===== src/hw/position_command_decoder_consts.vh =====
/*
 Constants of the position command decoder: opcodes, identifier fields,
 register offsets, reset values and result codes.
 Assumes it is included by bare name from the decoder and collector files.
*/
`ifndef POSITION_COMMAND_DECODER_CONSTS_VH
`define POSITION_COMMAND_DECODER_CONSTS_VH
`define OPC_MOVE_ABS 8'h8b
`define APP_PREFIX 8'h80
`define ID_MASTER_REQ 6'h3c
`define LEN_2 4'h2
`define LEN_4 4'h4
`define LEN_8 4'h8
`define HALF_STEP 2'h0
`define ADDR_CTRL 8'h00
`define ADDR_NODE 8'h04
`define ADDR_TAGS_A 8'h08
`define ADDR_TAGS_B 8'h0c
`define ADDR_STATUS 8'h10
`define ADDR_COUNT 8'h14
`define RST_STEP 2'h0
`define RST_VARIANT 1'h0
`define RST_NODE 7'h00
`define RST_TAG5 5'h00
`define RST_TAG4 4'h0
`define RST_POS 16'h0000
`define RES_NONE 3'h0
`define RES_OK 3'h1
`define RES_BAD 3'h2
`define RES_NOADDR 3'h3
`define RES_BLOCKED 3'h4
`define RES_MODE 3'h5
`endif


===== src/hw/frame_collect.v =====
/*
 Collects one bus frame byte by byte: identifier, data bytes, checksum.
 Checks identifier parity and classic checksum at frame end.
 Assumes a byte source on the same clock that marks frame start and end.
*/
`timescale 1ns/100ps
`default_nettype none
`include "position_command_decoder_consts.vh"
module frame_collect (
   input wire clk, // System clock
   input wire nrst, // Asynchronous reset, active low
   input wire ce, // Clock enable
   input wire rx_sof, // Frame start pulse
   input wire rx_valid, // Byte strobe
   input wire [7:0] rx_byte, // Received byte
   input wire rx_eof, // Frame end pulse
   output reg frame_ok, // Good frame pulse
   output reg frame_bad, // Parity, checksum or data length failure pulse
   output reg [5:0] frame_id, // Identifier without parity
   output reg [3:0] frame_len, // Number of data bytes
   output reg [63:0] frame_data // Data byte n at bits 8n-1 down to 8n-8
);
   reg [3:0] cnt;
   reg [7:0] raw_id;
   reg [7:0] acc;
   reg [7:0] prev;
   reg [7:0] last;
   reg [3:0] dlen;
   reg len_ok;

   // Parity bits over the six low identifier bits
   function [1:0] id_parity;
      input [5:0] i;
      begin
         id_parity = {~(i[1] ^ i[3] ^ i[4] ^ i[5]), i[0] ^ i[1] ^ i[2] ^ i[4]};
      end
   endfunction

   // Sum with carry wrapped back in
   function [7:0] add_carry;
      input [7:0] a;
      input [7:0] b;
      reg [8:0] s;
      begin
         s = {1'b0, a} + {1'b0, b};
         add_carry = s[7:0] + {7'h00, s[8]};
      end
   endfunction

   // Data length check
   always @* begin
      dlen = cnt - 4'h2;
      len_ok = (dlen == `LEN_2) || (dlen == `LEN_4) || (dlen == `LEN_8);
   end

   // Byte collection and end-of-frame verdict
   always @(posedge clk or negedge nrst) begin
      if (!nrst) begin
         cnt <= 4'h0;
         raw_id <= 8'h00;
         acc <= 8'h00;
         prev <= 8'h00;
         last <= 8'h00;
         frame_ok <= 1'b0;
         frame_bad <= 1'b0;
         frame_id <= 6'h00;
         frame_len <= 4'h0;
         frame_data <= 64'h0;
      end else if (ce) begin
         frame_ok <= 1'b0;
         frame_bad <= 1'b0;
         if (rx_sof) begin
            cnt <= 4'h0;
            acc <= 8'h00;
            prev <= 8'h00;
         end else if (rx_valid) begin
            if (cnt != 4'hf)
               cnt <= cnt + 4'h1;
            if (cnt == 4'h0) begin
               raw_id <= rx_byte;
            end else begin
               prev <= acc;
               acc <= add_carry(acc, rx_byte);
               last <= rx_byte;
               if (cnt <= 4'h8)
                  frame_data[{cnt[2:0] - 3'h1, 3'b000} +: 8] <= rx_byte;
            end
         end else if (rx_eof) begin
            frame_id <= raw_id[5:0];
            frame_len <= dlen;
            if (len_ok && (raw_id[7:6] == id_parity(raw_id[5:0]))
               && (~prev == last))
               frame_ok <= 1'b1;
            else
               frame_bad <= 1'b1;
         end
      end
   end
endmodule
`default_nettype wire


===== src/hw/position_command_decoder.v =====
/*
 Decodes full-range and compact absolute position frames and loads the
 target position for the motion logic. Holds a small register file.
 Assumes a byte source, priority and dual-positioning flags on clk;
 strap pins come from outside and are synchronised here.
*/
`timescale 1ns/100ps
`default_nettype none
`include "position_command_decoder_consts.vh"
module position_command_decoder (
   input wire clk, // System clock, 125 MHz
   input wire nrst, // Asynchronous reset, active low
   input wire ce, // Clock enable, freezes all state when low
   input wire rx_sof, // Frame start pulse
   input wire rx_valid, // Received byte strobe
   input wire [7:0] rx_byte, // Received byte
   input wire rx_eof, // Frame end pulse
   input wire cmd_block, // Priority conditions forbid positioning
   input wire dual_busy, // Dual positioning sequence running
   input wire strap_pin_0, // Hardware address strap 0
   input wire strap_pin_1, // Hardware address strap 1
   input wire strap_pin_2, // Hardware address strap 2
   input wire [7:0] reg_addr, // Register byte address
   input wire [31:0] reg_wdata, // Register write data
   input wire reg_wr, // Register write strobe
   input wire reg_rd, // Register read strobe
   output reg [31:0] reg_rdata, // Read data, valid the cycle after reg_rd
   output reg [15:0] target_pos, // Target absolute position
   output reg move_strobe, // One-cycle pulse on a new target
   output reg [2:0] last_result // Verdict on the last frame
);
   wire frame_ok;
   wire frame_bad;
   wire [5:0] frame_id;
   wire [3:0] frame_len;
   wire [63:0] frame_data;

   reg [1:0] microstep_resolution;
   reg short_addressing_variant;
   reg [6:0] otp_node_number;
   reg [4:0] tag_direct;
   reg [4:0] tag_short2;
   reg [3:0] tag_gp4;
   reg [3:0] tag_short4;
   reg [3:0] tag_short8;
   reg [15:0] accept_count;
   reg [15:0] reject_count;
   reg [2:0] strap_meta;
   reg [2:0] strap_sync;

   reg [15:0] next_pos;
   reg [2:0] next_result;
   reg next_hit;
   reg found;
   reg compact;
   reg [2:0] nslot;
   reg [7:0] hb;
   reg [7:0] lb;
   reg [7:0] sb;
   integer k;

   // Frame assembly and integrity checks
   frame_collect u_collect (
      .clk(clk),
      .nrst(nrst),
      .ce(ce),
      .rx_sof(rx_sof),
      .rx_valid(rx_valid),
      .rx_byte(rx_byte),
      .rx_eof(rx_eof),
      .frame_ok(frame_ok),
      .frame_bad(frame_bad),
      .frame_id(frame_id),
      .frame_len(frame_len),
      .frame_data(frame_data)
   );

   // Data byte n of the current frame, counted from one
   function [7:0] dbyte;
      input integer n;
      begin
         dbyte = frame_data[8 * (n - 1) +: 8];
      end
   endfunction

   // Five-bit tagged identifier with identifier bit 5 clear
   function tag5_hit;
      input [5:0] id;
      input [4:0] tag;
      begin
         tag5_hit = !id[5] && (id[4:0] == tag);
      end
   endfunction

   // Four-bit tagged identifier with its two class bits on top
   function tag4_hit;
      input [5:0] id;
      input [1:0] cls;
      input [3:0] tag;
      begin
         tag4_hit = (id[5:4] == cls) && (id[3:0] == tag);
      end
   endfunction

   // Full seven-bit node match or broadcast
   function full_match;
      input [7:0] b;
      input [6:0] node;
      begin
         full_match = !b[7] || (b[6:0] == node);
      end
   endfunction

   // Four-bit compact address match
   function short_match;
      input [3:0] a;
      input variant;
      input [6:0] node;
      input strap2;
      begin
         if (variant)
            short_match = (a[2:0] == node[2:0]) && (a[3] == strap2);
         else
            short_match = (a == node[3:0]);
      end
   endfunction

   // Compact slot acceptance: a single slot reads bit 4 as broadcast, active
   // low; in multi-slot frames bit 4 must be set and the address must match
   function slot_hit;
      input [7:0] b;
      input single;
      input variant;
      input [6:0] node;
      input strap2;
      begin
         if (single && !b[4])
            slot_hit = 1'b1;
         else if (!b[4])
            slot_hit = 1'b0;
         else
            slot_hit = short_match(b[3:0], variant, node, strap2);
      end
   endfunction

   // High byte of a compact setpoint, sign copied up from setpoint bit 10
   function [7:0] sext_high;
      input [2:0] top;
      begin
         sext_high = {{5{top[2]}}, top};
      end
   endfunction

   // Counter step, wraps at the top
   function [15:0] count_up;
      input [15:0] c;
      begin
         count_up = c + 16'h0001;
      end
   endfunction

   // Two-flop synchronisers for the strap pins
   always @(posedge clk or negedge nrst) begin
      if (!nrst) begin
         strap_meta <= 3'h0;
         strap_sync <= 3'h0;
      end else if (ce) begin
         strap_meta <= {strap_pin_2, strap_pin_1, strap_pin_0};
         strap_sync <= strap_meta;
      end
   end

   // Frame decode: pick the setpoint addressed to this node
   always @* begin
      next_pos = target_pos;
      next_result = `RES_NONE;
      next_hit = 1'b0;
      found = 1'b0;
      compact = 1'b0;
      nslot = 3'h0;
      hb = 8'h00;
      lb = 8'h00;
      sb = 8'h00;
      if (frame_bad) begin
         next_result = `RES_BAD;
      end else if (frame_ok) begin
         next_result = `RES_NOADDR;
         if (frame_id == `ID_MASTER_REQ) begin
            // Two-motor full frame, first matching slot wins
            if (frame_len == `LEN_8 && dbyte(1) == `APP_PREFIX
               && dbyte(2) == `OPC_MOVE_ABS) begin
               for (k = 0; k < 2; k = k + 1) begin
                  if (!found && dbyte(3 + 3 * k) == {1'b1, otp_node_number}) begin
                     found = 1'b1;
                     hb = dbyte(4 + 3 * k);
                     lb = dbyte(5 + 3 * k);
                  end
               end
            end
         end else if (tag4_hit(frame_id, 2'b10, tag_gp4)
            && frame_len == `LEN_4 && dbyte(1) == `OPC_MOVE_ABS) begin
            if (full_match(dbyte(2), otp_node_number)) begin
               found = 1'b1;
               hb = dbyte(3);
               lb = dbyte(4);
            end
         end else if (tag5_hit(frame_id, tag_direct) && frame_len == `LEN_2) begin
            found = 1'b1;
            hb = dbyte(1);
            lb = dbyte(2);
         end else begin
            compact = 1'b1;
            if (tag5_hit(frame_id, tag_short2) && frame_len == `LEN_2)
               nslot = 3'h1;
            else if (tag4_hit(frame_id, 2'b10, tag_short4) && frame_len == `LEN_4)
               nslot = 3'h2;
            else if (tag4_hit(frame_id, 2'b11, tag_short8) && frame_len == `LEN_8)
               nslot = 3'h4;
            else
               next_result = `RES_NONE;
            // First slot addressed to this node wins
            for (k = 0; k < 4; k = k + 1) begin
               sb = dbyte(1 + 2 * k);
               if (!found && k < nslot && slot_hit(sb, nslot == 3'h1,
                  short_addressing_variant, otp_node_number, strap_sync[2])) begin
                  found = 1'b1;
                  hb = sext_high(sb[7:5]);
                  lb = dbyte(2 + 2 * k);
               end
            end
         end
         if (found) begin
            if (compact && microstep_resolution != `HALF_STEP)
               next_result = `RES_MODE;
            else if (cmd_block || dual_busy)
               next_result = `RES_BLOCKED;
            else begin
               next_result = `RES_OK;
               next_pos = {hb, lb};
               next_hit = 1'b1;
            end
         end
      end
   end

   // Target register, strobe and verdict
   always @(posedge clk or negedge nrst) begin
      if (!nrst) begin
         target_pos <= `RST_POS;
         move_strobe <= 1'b0;
         last_result <= `RES_NONE;
      end else if (ce) begin
         move_strobe <= next_hit;
         target_pos <= next_pos;
         if (frame_ok || frame_bad)
            last_result <= next_result;
      end
   end

   // Accepted and refused command counters; unaddressed frames count nowhere
   always @(posedge clk or negedge nrst) begin
      if (!nrst) begin
         accept_count <= 16'h0000;
         reject_count <= 16'h0000;
      end else if (ce) begin
         if (next_hit)
            accept_count <= count_up(accept_count);
         else if (next_result == `RES_BAD || next_result == `RES_BLOCKED
            || next_result == `RES_MODE)
            reject_count <= count_up(reject_count);
      end
   end

   // Register writes
   always @(posedge clk or negedge nrst) begin
      if (!nrst) begin
         microstep_resolution <= `RST_STEP;
         short_addressing_variant <= `RST_VARIANT;
         otp_node_number <= `RST_NODE;
         tag_direct <= `RST_TAG5;
         tag_short2 <= `RST_TAG5;
         tag_gp4 <= `RST_TAG4;
         tag_short4 <= `RST_TAG4;
         tag_short8 <= `RST_TAG4;
      end else if (ce && reg_wr) begin
         case (reg_addr)
            `ADDR_CTRL: begin
               microstep_resolution <= reg_wdata[1:0];
               short_addressing_variant <= reg_wdata[2];
            end
            `ADDR_NODE: begin
               otp_node_number <= reg_wdata[6:0];
            end
            `ADDR_TAGS_A: begin
               tag_direct <= reg_wdata[4:0];
               tag_short2 <= reg_wdata[12:8];
            end
            `ADDR_TAGS_B: begin
               tag_gp4 <= reg_wdata[3:0];
               tag_short4 <= reg_wdata[11:8];
               tag_short8 <= reg_wdata[19:16];
            end
            default: begin
            end
         endcase
      end
   end

   // Register reads, data stand only in the cycle after the strobe
   always @(posedge clk or negedge nrst) begin
      if (!nrst) begin
         reg_rdata <= 32'h00000000;
      end else if (ce) begin
         reg_rdata <= 32'h00000000;
         if (reg_rd) begin
            case (reg_addr)
               `ADDR_CTRL: reg_rdata <= {29'h0, short_addressing_variant,
                  microstep_resolution};
               `ADDR_NODE: reg_rdata <= {25'h0, otp_node_number};
               `ADDR_TAGS_A: reg_rdata <= {19'h0, tag_short2, 3'h0, tag_direct};
               `ADDR_TAGS_B: reg_rdata <= {12'h0, tag_short8, 4'h0, tag_short4,
                  4'h0, tag_gp4};
               `ADDR_STATUS: reg_rdata <= {9'h0, strap_sync, dual_busy, last_result,
                  target_pos};
               `ADDR_COUNT: reg_rdata <= {reject_count, accept_count};
               default: reg_rdata <= 32'h00000000;
            endcase
         end
      end
   end
endmodule
`default_nettype wire


===== config.mk =====
export PLATFORM = sky130hd
export DESIGN_NAME = position_command_decoder
export DESIGN_NICKNAME = d
export VERILOG_FILES = /design/src/hw/frame_collect.v /design/src/hw/position_command_decoder.v
export VERILOG_INCLUDE_DIRS = /design/src /design/src/hw
export SDC_FILE = /design/constraint.sdc
export NUM_CORES = 1
export LEC_CHECK = 0
export BUFFER_PORTS_ARGS = -buffer_cell sky130_fd_sc_hd__buf_2
export CAP_MARGIN = 15
export CORE_ASPECT_RATIO = 0.75
export CORE_MARGIN = 4
export CORE_UTILIZATION = 55
export DETAILED_ROUTE_END_ITERATION = 10
export PLACE_DENSITY = 0.78
export SETUP_SLACK_MARGIN = 0.3
export SYNTH_ARGS = -nofsm -noshare
export SYNTH_HDL_FRONTEND = slang
export SYNTH_HIERARCHICAL = 1
export SYNTH_SLANG_ARGS = --single-unit

===== constraint.sdc =====
create_clock -name clk -period 3.65 [get_ports clk]
set_input_delay 0.1825 -clock clk [delete_from_list [all_inputs] [get_ports clk]]
set_output_delay 0.1825 -clock clk [all_outputs]
set_load 0.02 [all_outputs]

==> impl_metrics.ini, run 1 <==
[cells_and_area]
final_core_util_pct = 65.0
drive_gt1_share_pct = 24.4
nets = 1384
fin_cells = 1614
postLayoutCellArea_mm2 = 0.0145
area_growth_pct = 15.0
layout_commonest_cell = dfrtp_1
final_cell_mix = dfrtp_1, mux2_2, nand2_1

[setup_path]
path_buf_inv = 0
worst-path-max-fanout = 8
endpoint_kind = register
cp.required_ns = 4.06
worstPathCellList = xnor2_1, nand4_1, or4_4, a2111oi_1, a211o_1, a21oi_2, a221o_1, mux2_2
cp.arrival_ns = 3.63
crit_path_start_kind = register
crit_type = register to register
cpLargestDelayFamily = compound AO/OA/AOI/OAI gates
critPathSlowestCell = dfrtp_1
slowest_delay_ns = 0.63

[synthesis]
synthDominantCellAreaShare_pct = 46.4
yosysWarningCount = 6
synth_seq_cells = 234
syn_nets = 1274
synth_top_area_cell = dfrtp_1
ys_types = 78
syn_area_mm2 = 0.0126
seq_area_frac_synth_pct = 46.4
async_reset_ff_share_pct = 100
synth_ff_type = dfrtp_1
avgSynthCellArea_um2 = 10.6
synth-edff-count = 0
syn_inst = 1190
synth.area.top_cells = dfrtp_1, mux2_2, xnor2_1

[clocking]
clk_latency_ns = 0.53
cts.clk_slew.worst_paths_ns = 0.06
tritoncts = yes
cts-root-buf = clkbuf_16
numCtsBuffers = 24
htree_num_levels = 1
clock_sinks = 234
cts_max_path_buffers = 3

[route]
first_pass_iters = 7
drc = 0
wl_per_cell_um = 22.4
ant_nets = 0
drt_iter0_drc = 1299
vias_per_cell = 6.36
vias = 10300
routed_wl_um = 36100

[sta]
report.final.slew_viol_count = 0
timing.fmax_ghz = 0.311
relSlewSlack_pct = 30.3
finalClockSkew_ns = 0.0152
max_slew.worst_pin.slew_ns = 1.05
min_period_ns = 3.22
setup_viol = 0
fin_ws_ns = 0.432
fin_crit_sh_pct = 88.2
hold_violations = 0
rsz0062_at_grt = true
tns_ns = 0

[global_routing]
antenna_found_initial = 1
grt_pass1_wl_um = 56900
grt_max_degree = 140
grt_pass1_vias = 10100
gr-total-overflow = 0
grt_usage_pct = 27.7

[run]
max_cap_viol_count = 0

[pwr]
power_frac_comb_pct = 18.7
power_density_mw_per_mm2 = 491
pwr-share-clk_pct = 35.9
p_leak_nw = 6.74
intPower_mw = 4.98
swShare_pct = 30.0
ir_drop_mv = 0.332
switching_power_mw = 2.13
p_seq_share_pct = 45.4

[placement]
dpl.cell_count = 1546
gp_congestion = 0.976
dpl_cell_area_mm2 = 0.0134
dp_worst_setup_slack_ns = 0.240
hpwl_um = 25500
io_buffers = 96

[run_status]
status = complete, no violations

[hold_path]
hold_class = primary input to register

[floorplan]
start_util_pct = 56.6
fp.dieH_um = 139
core_region_area_mm2 = 0.0223
die_width_um = 183
io_pins = 113
num_rows = 47
die_area_mm2 = 0.0254
-- layout make-up --
cell class              instances  area [um2]
clock inverters                 8         113
fillers                      1751        7790
well taps                     294         368
multi-input cells             846        6350
diodes                          3        7.51
flip-flops and latches        234        5860
inverters                      50         188
repair buffers                144         905
clock buffers                  35         712
-- state kept, by name (all words and copies together) (netlist names), 8 cells and up --
register,count
accept_count,16
reg_rdata,32
reject_count,16
target_pos,16
u_collect/acc,8
u_collect/frame_data,64
u_collect/last,8
u_collect/prev,8
u_collect/raw_id,8
-- metal layers --
layer | GRT usage [%] | wire, um | vias up
li1 | - | - | 4564
met1 | 41.3 | 15600 | 5049
met2 | 39.9 | 15600 | 561
met3 | 8.34 | 4040 | 85
met4 | 6.94 | 939 | 0
met5 | 0 | 0 | -
-- power by group through the flow --
stage | registers (mW) | clock network, mW | logic [mW]
global placement | 3.24 | 0 | 1.21
CTS | 3.22 | 2.58 | 1.29
floorplan | 3.11 | 0 | 0.984
global route | 3.26 | 2.69 | 1.46
detailed placement | 3.26 | 0 | 1.25
finish | 3.23 | 2.56 | 1.33
-- through the flow --
step / power, mW / hold slack, ns
4_1_cts: 7.09 / 0.0106
6_report: 7.12 / 0.0323
3_3_place_gp: 4.46 / 0.397
2_1_floorplan: 4.09 / -0.113
3_5_place_dp: 4.52 / 0.411
5_1_grt: 7.42 / 0.0330
-- final timing paths --
| kind | from | to | slack, ns | cells past startpoint |
|---|---|---|---|---|
| hold reg to reg | accept_count[15] | accept_count[15] | 0.47 | 1 |
| min in group asynchronous | nrst | target_pos[0] | 0.41 | 2 |
| max in group asynchronous | nrst | u_collect/prev[6] | 2.29 | 3 |
| setup reg to reg | otp_node_number[0] | target_pos[10] | 0.43 | 8 |
| hold / removal | rx_sof | u_collect/cnt[1] | 0.03 | 2 |
| setup / recovery | otp_node_number[0] | target_pos[10] | 0.43 | 8 |
-- cells in the mapped netlist (6+ instances only) --
library cell,number
dfrtp_1,234
mux2_2,129
nand2_1,97
xnor2_1,60
inv_1,50
nor2_1,48
xor2_1,48
clkbuf_1,40
o21ai_0,39
o22ai_1,37
a22oi_1,32
nand3_1,32
nand4_1,25
and2_1,23
nor4_1,23
ha_1,22
nor3_1,22
a21oi_1,21
and3_1,21
nand2b_1,20
buf_2,13
mux2i_1,11
a211o_1,10
a222oi_1,9
a221oi_1,8
a211oi_1,6
a221o_1,6
a32oi_1,6
-- cells by family after synthesis --
group	count (synthesis)	share of synthesized area, %
simple gates	346	14.4
flops	234	46.4
compound gates	221	12.5
mux	147	13.1
buf+inv	110	3.58
xor+xnor	109	7.63
fa+ha+maj	23	2.34
-- repair_timing --
item | in CTS | in global routing
hold endpoints to repair | 169 | 0
hold buffers | 20 | 0
cloned | 0 | 0
pin swaps | 1 | 3
resized for setup | 3 | 7
setup buffers | 0 | 1
setup endpoints to repair | 2 | 5
Power figures use the tool's default switching activity.
==> run 2, diff against run 1 <==
CORE_UTILIZATION = 45   (was 55)
PLACE_DENSITY = 0.66   (was 0.78)
==> impl_metrics.ini, run 2 (same netlist as run 1, synthesis figures left out) <==
[setup_path]
path_buf_inv = 0
crit_type = register to register
worst-path-max-fanout = 4
slowest_delay_ns = 0.38
critPathSlowestCell = dfrtp_1
worstPathCellList = ha_1, fa_2, a211oi_2, nor2_1, o221a_2, o21ai_0, nand2b_1, ha_1, o2111ai_1, nor4_4, nand2_1, o22a_1, o31a_1, o31ai_1
cpLargestDelayFamily = compound AO/OA/AOI/OAI gates
crit_path_start = u_collect/acc[0]
cp.required_ns = 4.07
crit_path_start_kind = register
endpoint_kind = register
cp.arrival_ns = 3.64
reg2reg_from = u_collect/acc[0]
crit_top_cell = ha_1

[cells_and_area]
drive_gt1_share_pct = 23.9
final_cell_mix = dfrtp_1, mux2_2, nand2_1
fillerInstances = 2417
multi_input_area_mm2 = 0.00634
nets = 1384
seqCellArea_mm2 = 0.00586
largest_reg_flops = 64
final_core_util_pct = 53.3
postLayoutCellArea_mm2 = 0.0145
layout_commonest_cell = dfrtp_1
area_growth_pct = 15.3
diodes = 0
reg.largest.list = u_collect/frame_data x64, reg_rdata x32
regMostFlops = u_collect/frame_data

[pwr]
power_density_mw_per_mm2 = 483
p_leak_nw = 6.74
design_power_total_mw = 7.03
ir_drop_mv = 0.323

[sta]
relSlewSlack_pct = 42.2
finalClockSkew_ns = 0.0201
setup_viol = 0
fin_crit_sh_pct = 88.3
min_period_ns = 3.22
timing.fmax_ghz = 0.310
hold_violations = 0
report.final.slew_viol_count = 0
max_slew.worst_pin.slew_ns = 0.867
tns_ns = 0
whs_ns = 0.0508
rsz0062_at_grt = true

[global_routing]
grt_busiest_layer = met1
grt_usage_pct = 23.0
grt_max_degree = 110
antenna_found_initial = 1
use_met1_pct = 36.4
gr-total-overflow = 0
grt_pass1_vias = 9700
grtUsageMet3_pct = 4.87
grt_pass1_wl_um = 57200
use_met2_pct = 33.2

[clocking]
clock_sinks = 234
clk_latency_ns = 0.53
cts.clk_slew.worst_paths_ns = 0.06
tritoncts = yes
cts_max_path_buffers = 3
cts-root-buf = clkbuf_16
htree_num_levels = 1
numCtsBuffers = 24

[floorplan]
core_region_area_mm2 = 0.0273
fp.dieH_um = 153
num_rows = 52
die_area_mm2 = 0.0308
io_pins = 113
die_width_um = 201
start_util_pct = 46.2

[route]
wl_per_cell_um = 21.7
first_pass_iters = 7
ant_nets = 0
vias = 10100
routed_wl_um = 36200
drc = 0
drt_iter0_drc = 1181
vias_per_cell = 6.05

[run_status]
status = complete, no violations

[run]
max_cap_viol_count = 0

[hold_path]
hold_start = rx_sof
hold_class = primary input to register

[placement]
io_buffers = 96
hpwl_um = 26200
dpl_cell_area_mm2 = 0.0135
gp_congestion = 0.926
-- run 2: layout make-up --
cell class                 instances  area share (%)
clock buffer                      38            5.05
clock inverter                     4           0.353
inverter                          50            1.29
multi-input combinational        846            43.6
sequential                       234            40.3
tap                              351            3.02
timing repair buffer             144            6.41
-- run 2: where the power goes --
group | switching (mW) | total, mW | internal [mW]
Sequential | 0.352 | 3.23 | 2.88
Combinational | 0.709 | 1.32 | 0.610
Clock | 1.03 | 2.48 | 1.45
Total | 2.09 | 7.03 | 4.94
-- run 2: per-stage QoR --
| stage | setup WS [ns] | instances |
|---|---|---|
| 6_report | 0.428 | 1667 |
| 3_3_place_gp | 0.292 | 1601 |
| 5_1_grt | 0.172 | 1667 |
| 3_5_place_dp | 0.216 | 1601 |
| 4_1_cts | 0.343 | 1664 |
| 2_1_floorplan | 0.614 | 1190 |
-- run 2: per-layer routing --
layer	up-vias	part of all wire [%]
met5	-	0
met4	0	1.4
met3	47	9.8
met2	449	42
met1	5027	47
li1	4569	-
-- run 2: repair_timing --
| action | 4_1_cts | 5_1_grt |
|---|---|---|
| hold endpoints to repair | 143 | 0 |
| setup endpoints to repair | 2 | 4 |
| gates resized for setup | 2 | 4 |
| buffers inserted | 0 | 2 |
| pin swaps | 0 | 1 |
| hold buffers | 21 | 0 |
-- run 2: final timing paths --
path	to	slack (ns)	cells past startpoint
min in group asynchronous	target_pos[2]	0.30	2
max	u_collect/acc[7]	0.43	14
max in group asynchronous	reject_count[13]	2.48	3
max reg2reg	u_collect/acc[7]	0.43	14
min reg2reg	reject_count[15]	0.49	1
min	u_collect/cnt[0]	0.05	2
==> run 3, diff against run 2 <==
clock period = 3.5 ns   (was 3.65 ns; I/O delays follow)
==> impl_metrics.ini, run 3 (same netlist as run 1, synthesis figures left out) <==
[run_status]
status = complete, no violations

[sta]
min_period_ns = 3.17
fin_ws_ns = 0.328
max_slew.worst_pin.slew_ns = 0.913
rsz0062_at_grt = true
finalClockSkew_ns = 0.0100
hold_violations = 0
relSlewSlack_pct = 39.1
setup_viol = 0
timing.fmax_ghz = 0.315
report.final.slew_viol_count = 0
fin_crit_sh_pct = 90.6
tns_ns = 0

[hold_path]
hold_depth = 2
hold_start = rx_sof
whs_endpoint = u_collect/cnt[1]
hold_class = primary input to register

[setup_path]
crit_path_start_kind = register
crit_path_start = u_collect/frame_len[1]
cp.required_ns = 3.91
reg2reg_slack_ns = 0.33
timing.rr.end = target_pos[14]
endpoint_kind = register
crit_type = register to register
reg2reg_from = u_collect/frame_len[1]
cp.arrival_ns = 3.58
reg2regPathDepth = 10
worst-path-max-fanout = 13

[clocking]
clock_sinks = 234
tritoncts = yes
htree_num_levels = 1
cts-root-buf = clkbuf_16
numCtsBuffers = 24
clk_latency_ns = 0.53
cts.clk_slew.worst_paths_ns = 0.07
cts_max_path_buffers = 3

[floorplan]
num_rows = 52
io_pins = 113
core_region_area_mm2 = 0.0273
fp.dieH_um = 153
die_width_um = 201
start_util_pct = 46.2
die_area_mm2 = 0.0308

[placement]
io_buffers = 96
dp_worst_setup_slack_ns = 0.000669
gp_congestion = 0.906
hpwl_um = 26400

[global_routing]
grt_pass1_vias = 9825
grt_max_degree = 114
use_met1_pct = 36.7
grt_usage_pct = 22.9
grt_pass1_wl_um = 57100
use_met2_pct = 32.7
grt_busiest_layer = met1
grtUsageMet3_pct = 4.64
antenna_found_initial = 4
gr-total-overflow = 0

[cells_and_area]
layout_commonest_cell = dfrtp_1
drive_gt1_share_pct = 25.4
reg.largest.list = u_collect/frame_data x64, reg_rdata x32
area_growth_pct = 16.4
final_cell_mix = dfrtp_1, mux2_2, nand2_1
largest_reg_flops = 64
regMostFlops = u_collect/frame_data
diodes = 0
nets = 1394

[pwr]
swShare_pct = 30.1
p_leak_nw = 6.79
intPower_mw = 5.11
power_frac_comb_pct = 19.3
pwr-share-clk_pct = 34.6
power_density_mw_per_mm2 = 498
switching_power_mw = 2.20
p_seq_share_pct = 46.1
ir_drop_mv = 0.372

[route]
drc = 0
wl_per_cell_um = 21.6
ant_nets = 0
routed_wl_um = 36200
vias_per_cell = 5.99
first_pass_iters = 8
drt_iter0_drc = 1167
vias = 10100

[run]
max_cap_viol_count = 0
-- run 3: cell count changes in the layout (fill, tap and decap cells not counted), moves of 2 or more --
cell      before  now
nor2_2         0    2
nor2_1        48   46
clkbuf_1       7    4
clkinv_2       2    4
clkbuf_8       6    9
buf_4         24   33
ha_4           0    2
ha_1          22   18
nor4_2         2    4
ha_2           0    2
-- run 3: stage by stage --
step	std cells	total power, mW	area (um2)	utilization, %	hold slack [ns]
finish	1678	7.31	14700	53.8	0.0492
global route	1678	7.68	14700	53.8	0.0451
CTS	1670	7.29	14500	53.3	0.0128
detailed placement	1604	4.71	13500	49.5	0.311
global placement	1604	4.67	13500	49.5	0.308
floorplan	1190	4.27	12600	-	-0.121
-- run 3: per-layer routing --
layer	part of all wire, %	up-vias
met2	41	419
met3	8.8	50
li1	-	4577
met4	1.6	0
met5	0	-
met1	48	5007
-- run 3: power groups by stage --
stage	sequential [mW]	combinational (mW)	clock, mW
global placement	3.39	1.28	0
global route	3.41	1.57	2.70
finish	3.37	1.41	2.53
detailed placement	3.41	1.31	0
floorplan	3.24	1.03	0
CTS	3.36	1.35	2.58
-- run 3: worst max-delay path, stage by stage, from the launching register on --
cell and delay (ns):
dfrtp_1 0.44, nor4b_4 0.41, nand4_1 0.27, buf_4 0.22, nor4_2 0.28, o2111a_4 0.40, a211o_1 0.17, a21oi_2 0.04
buf_4 0.17, a221o_1 0.39, mux2_2 0.27
-- run 3: worst max path at each step --
stage          slack [ns]               end  cells past startpoint
2_1_floorplan        0.46  u_collect/acc[6]                     15
3_3_place_gp         0.08     target_pos[1]                      9
3_5_place_dp       0.0007     target_pos[1]                      9
4_1_cts              0.31     target_pos[1]                      9
5_1_grt              0.21  u_collect/acc[7]                     14
6_report             0.33    target_pos[14]                     10
-- run 3: cell type report --
| cell class | instances | area (um2) |
|---|---|---|
| Fill cell | 2379 | 12600 |
| Inverter | 50 | 188 |
| Sequential cell | 234 | 5860 |
| Timing Repair Buffer | 154 | 1020 |
| Clock buffer | 37 | 739 |
| Clock inverter | 6 | 43.8 |
| Tap cell | 351 | 439 |
| Multi-Input combinational cell | 846 | 6390 |
-- run 3: repair_timing --
item,in CTS,in global routing
pin swaps,1,7
setup buffers,1,8
setup endpoints to repair,4,22
resized for setup,6,13
endpoints found under the hold margin,146,0
cloned,0,0
hold buffers,22,0
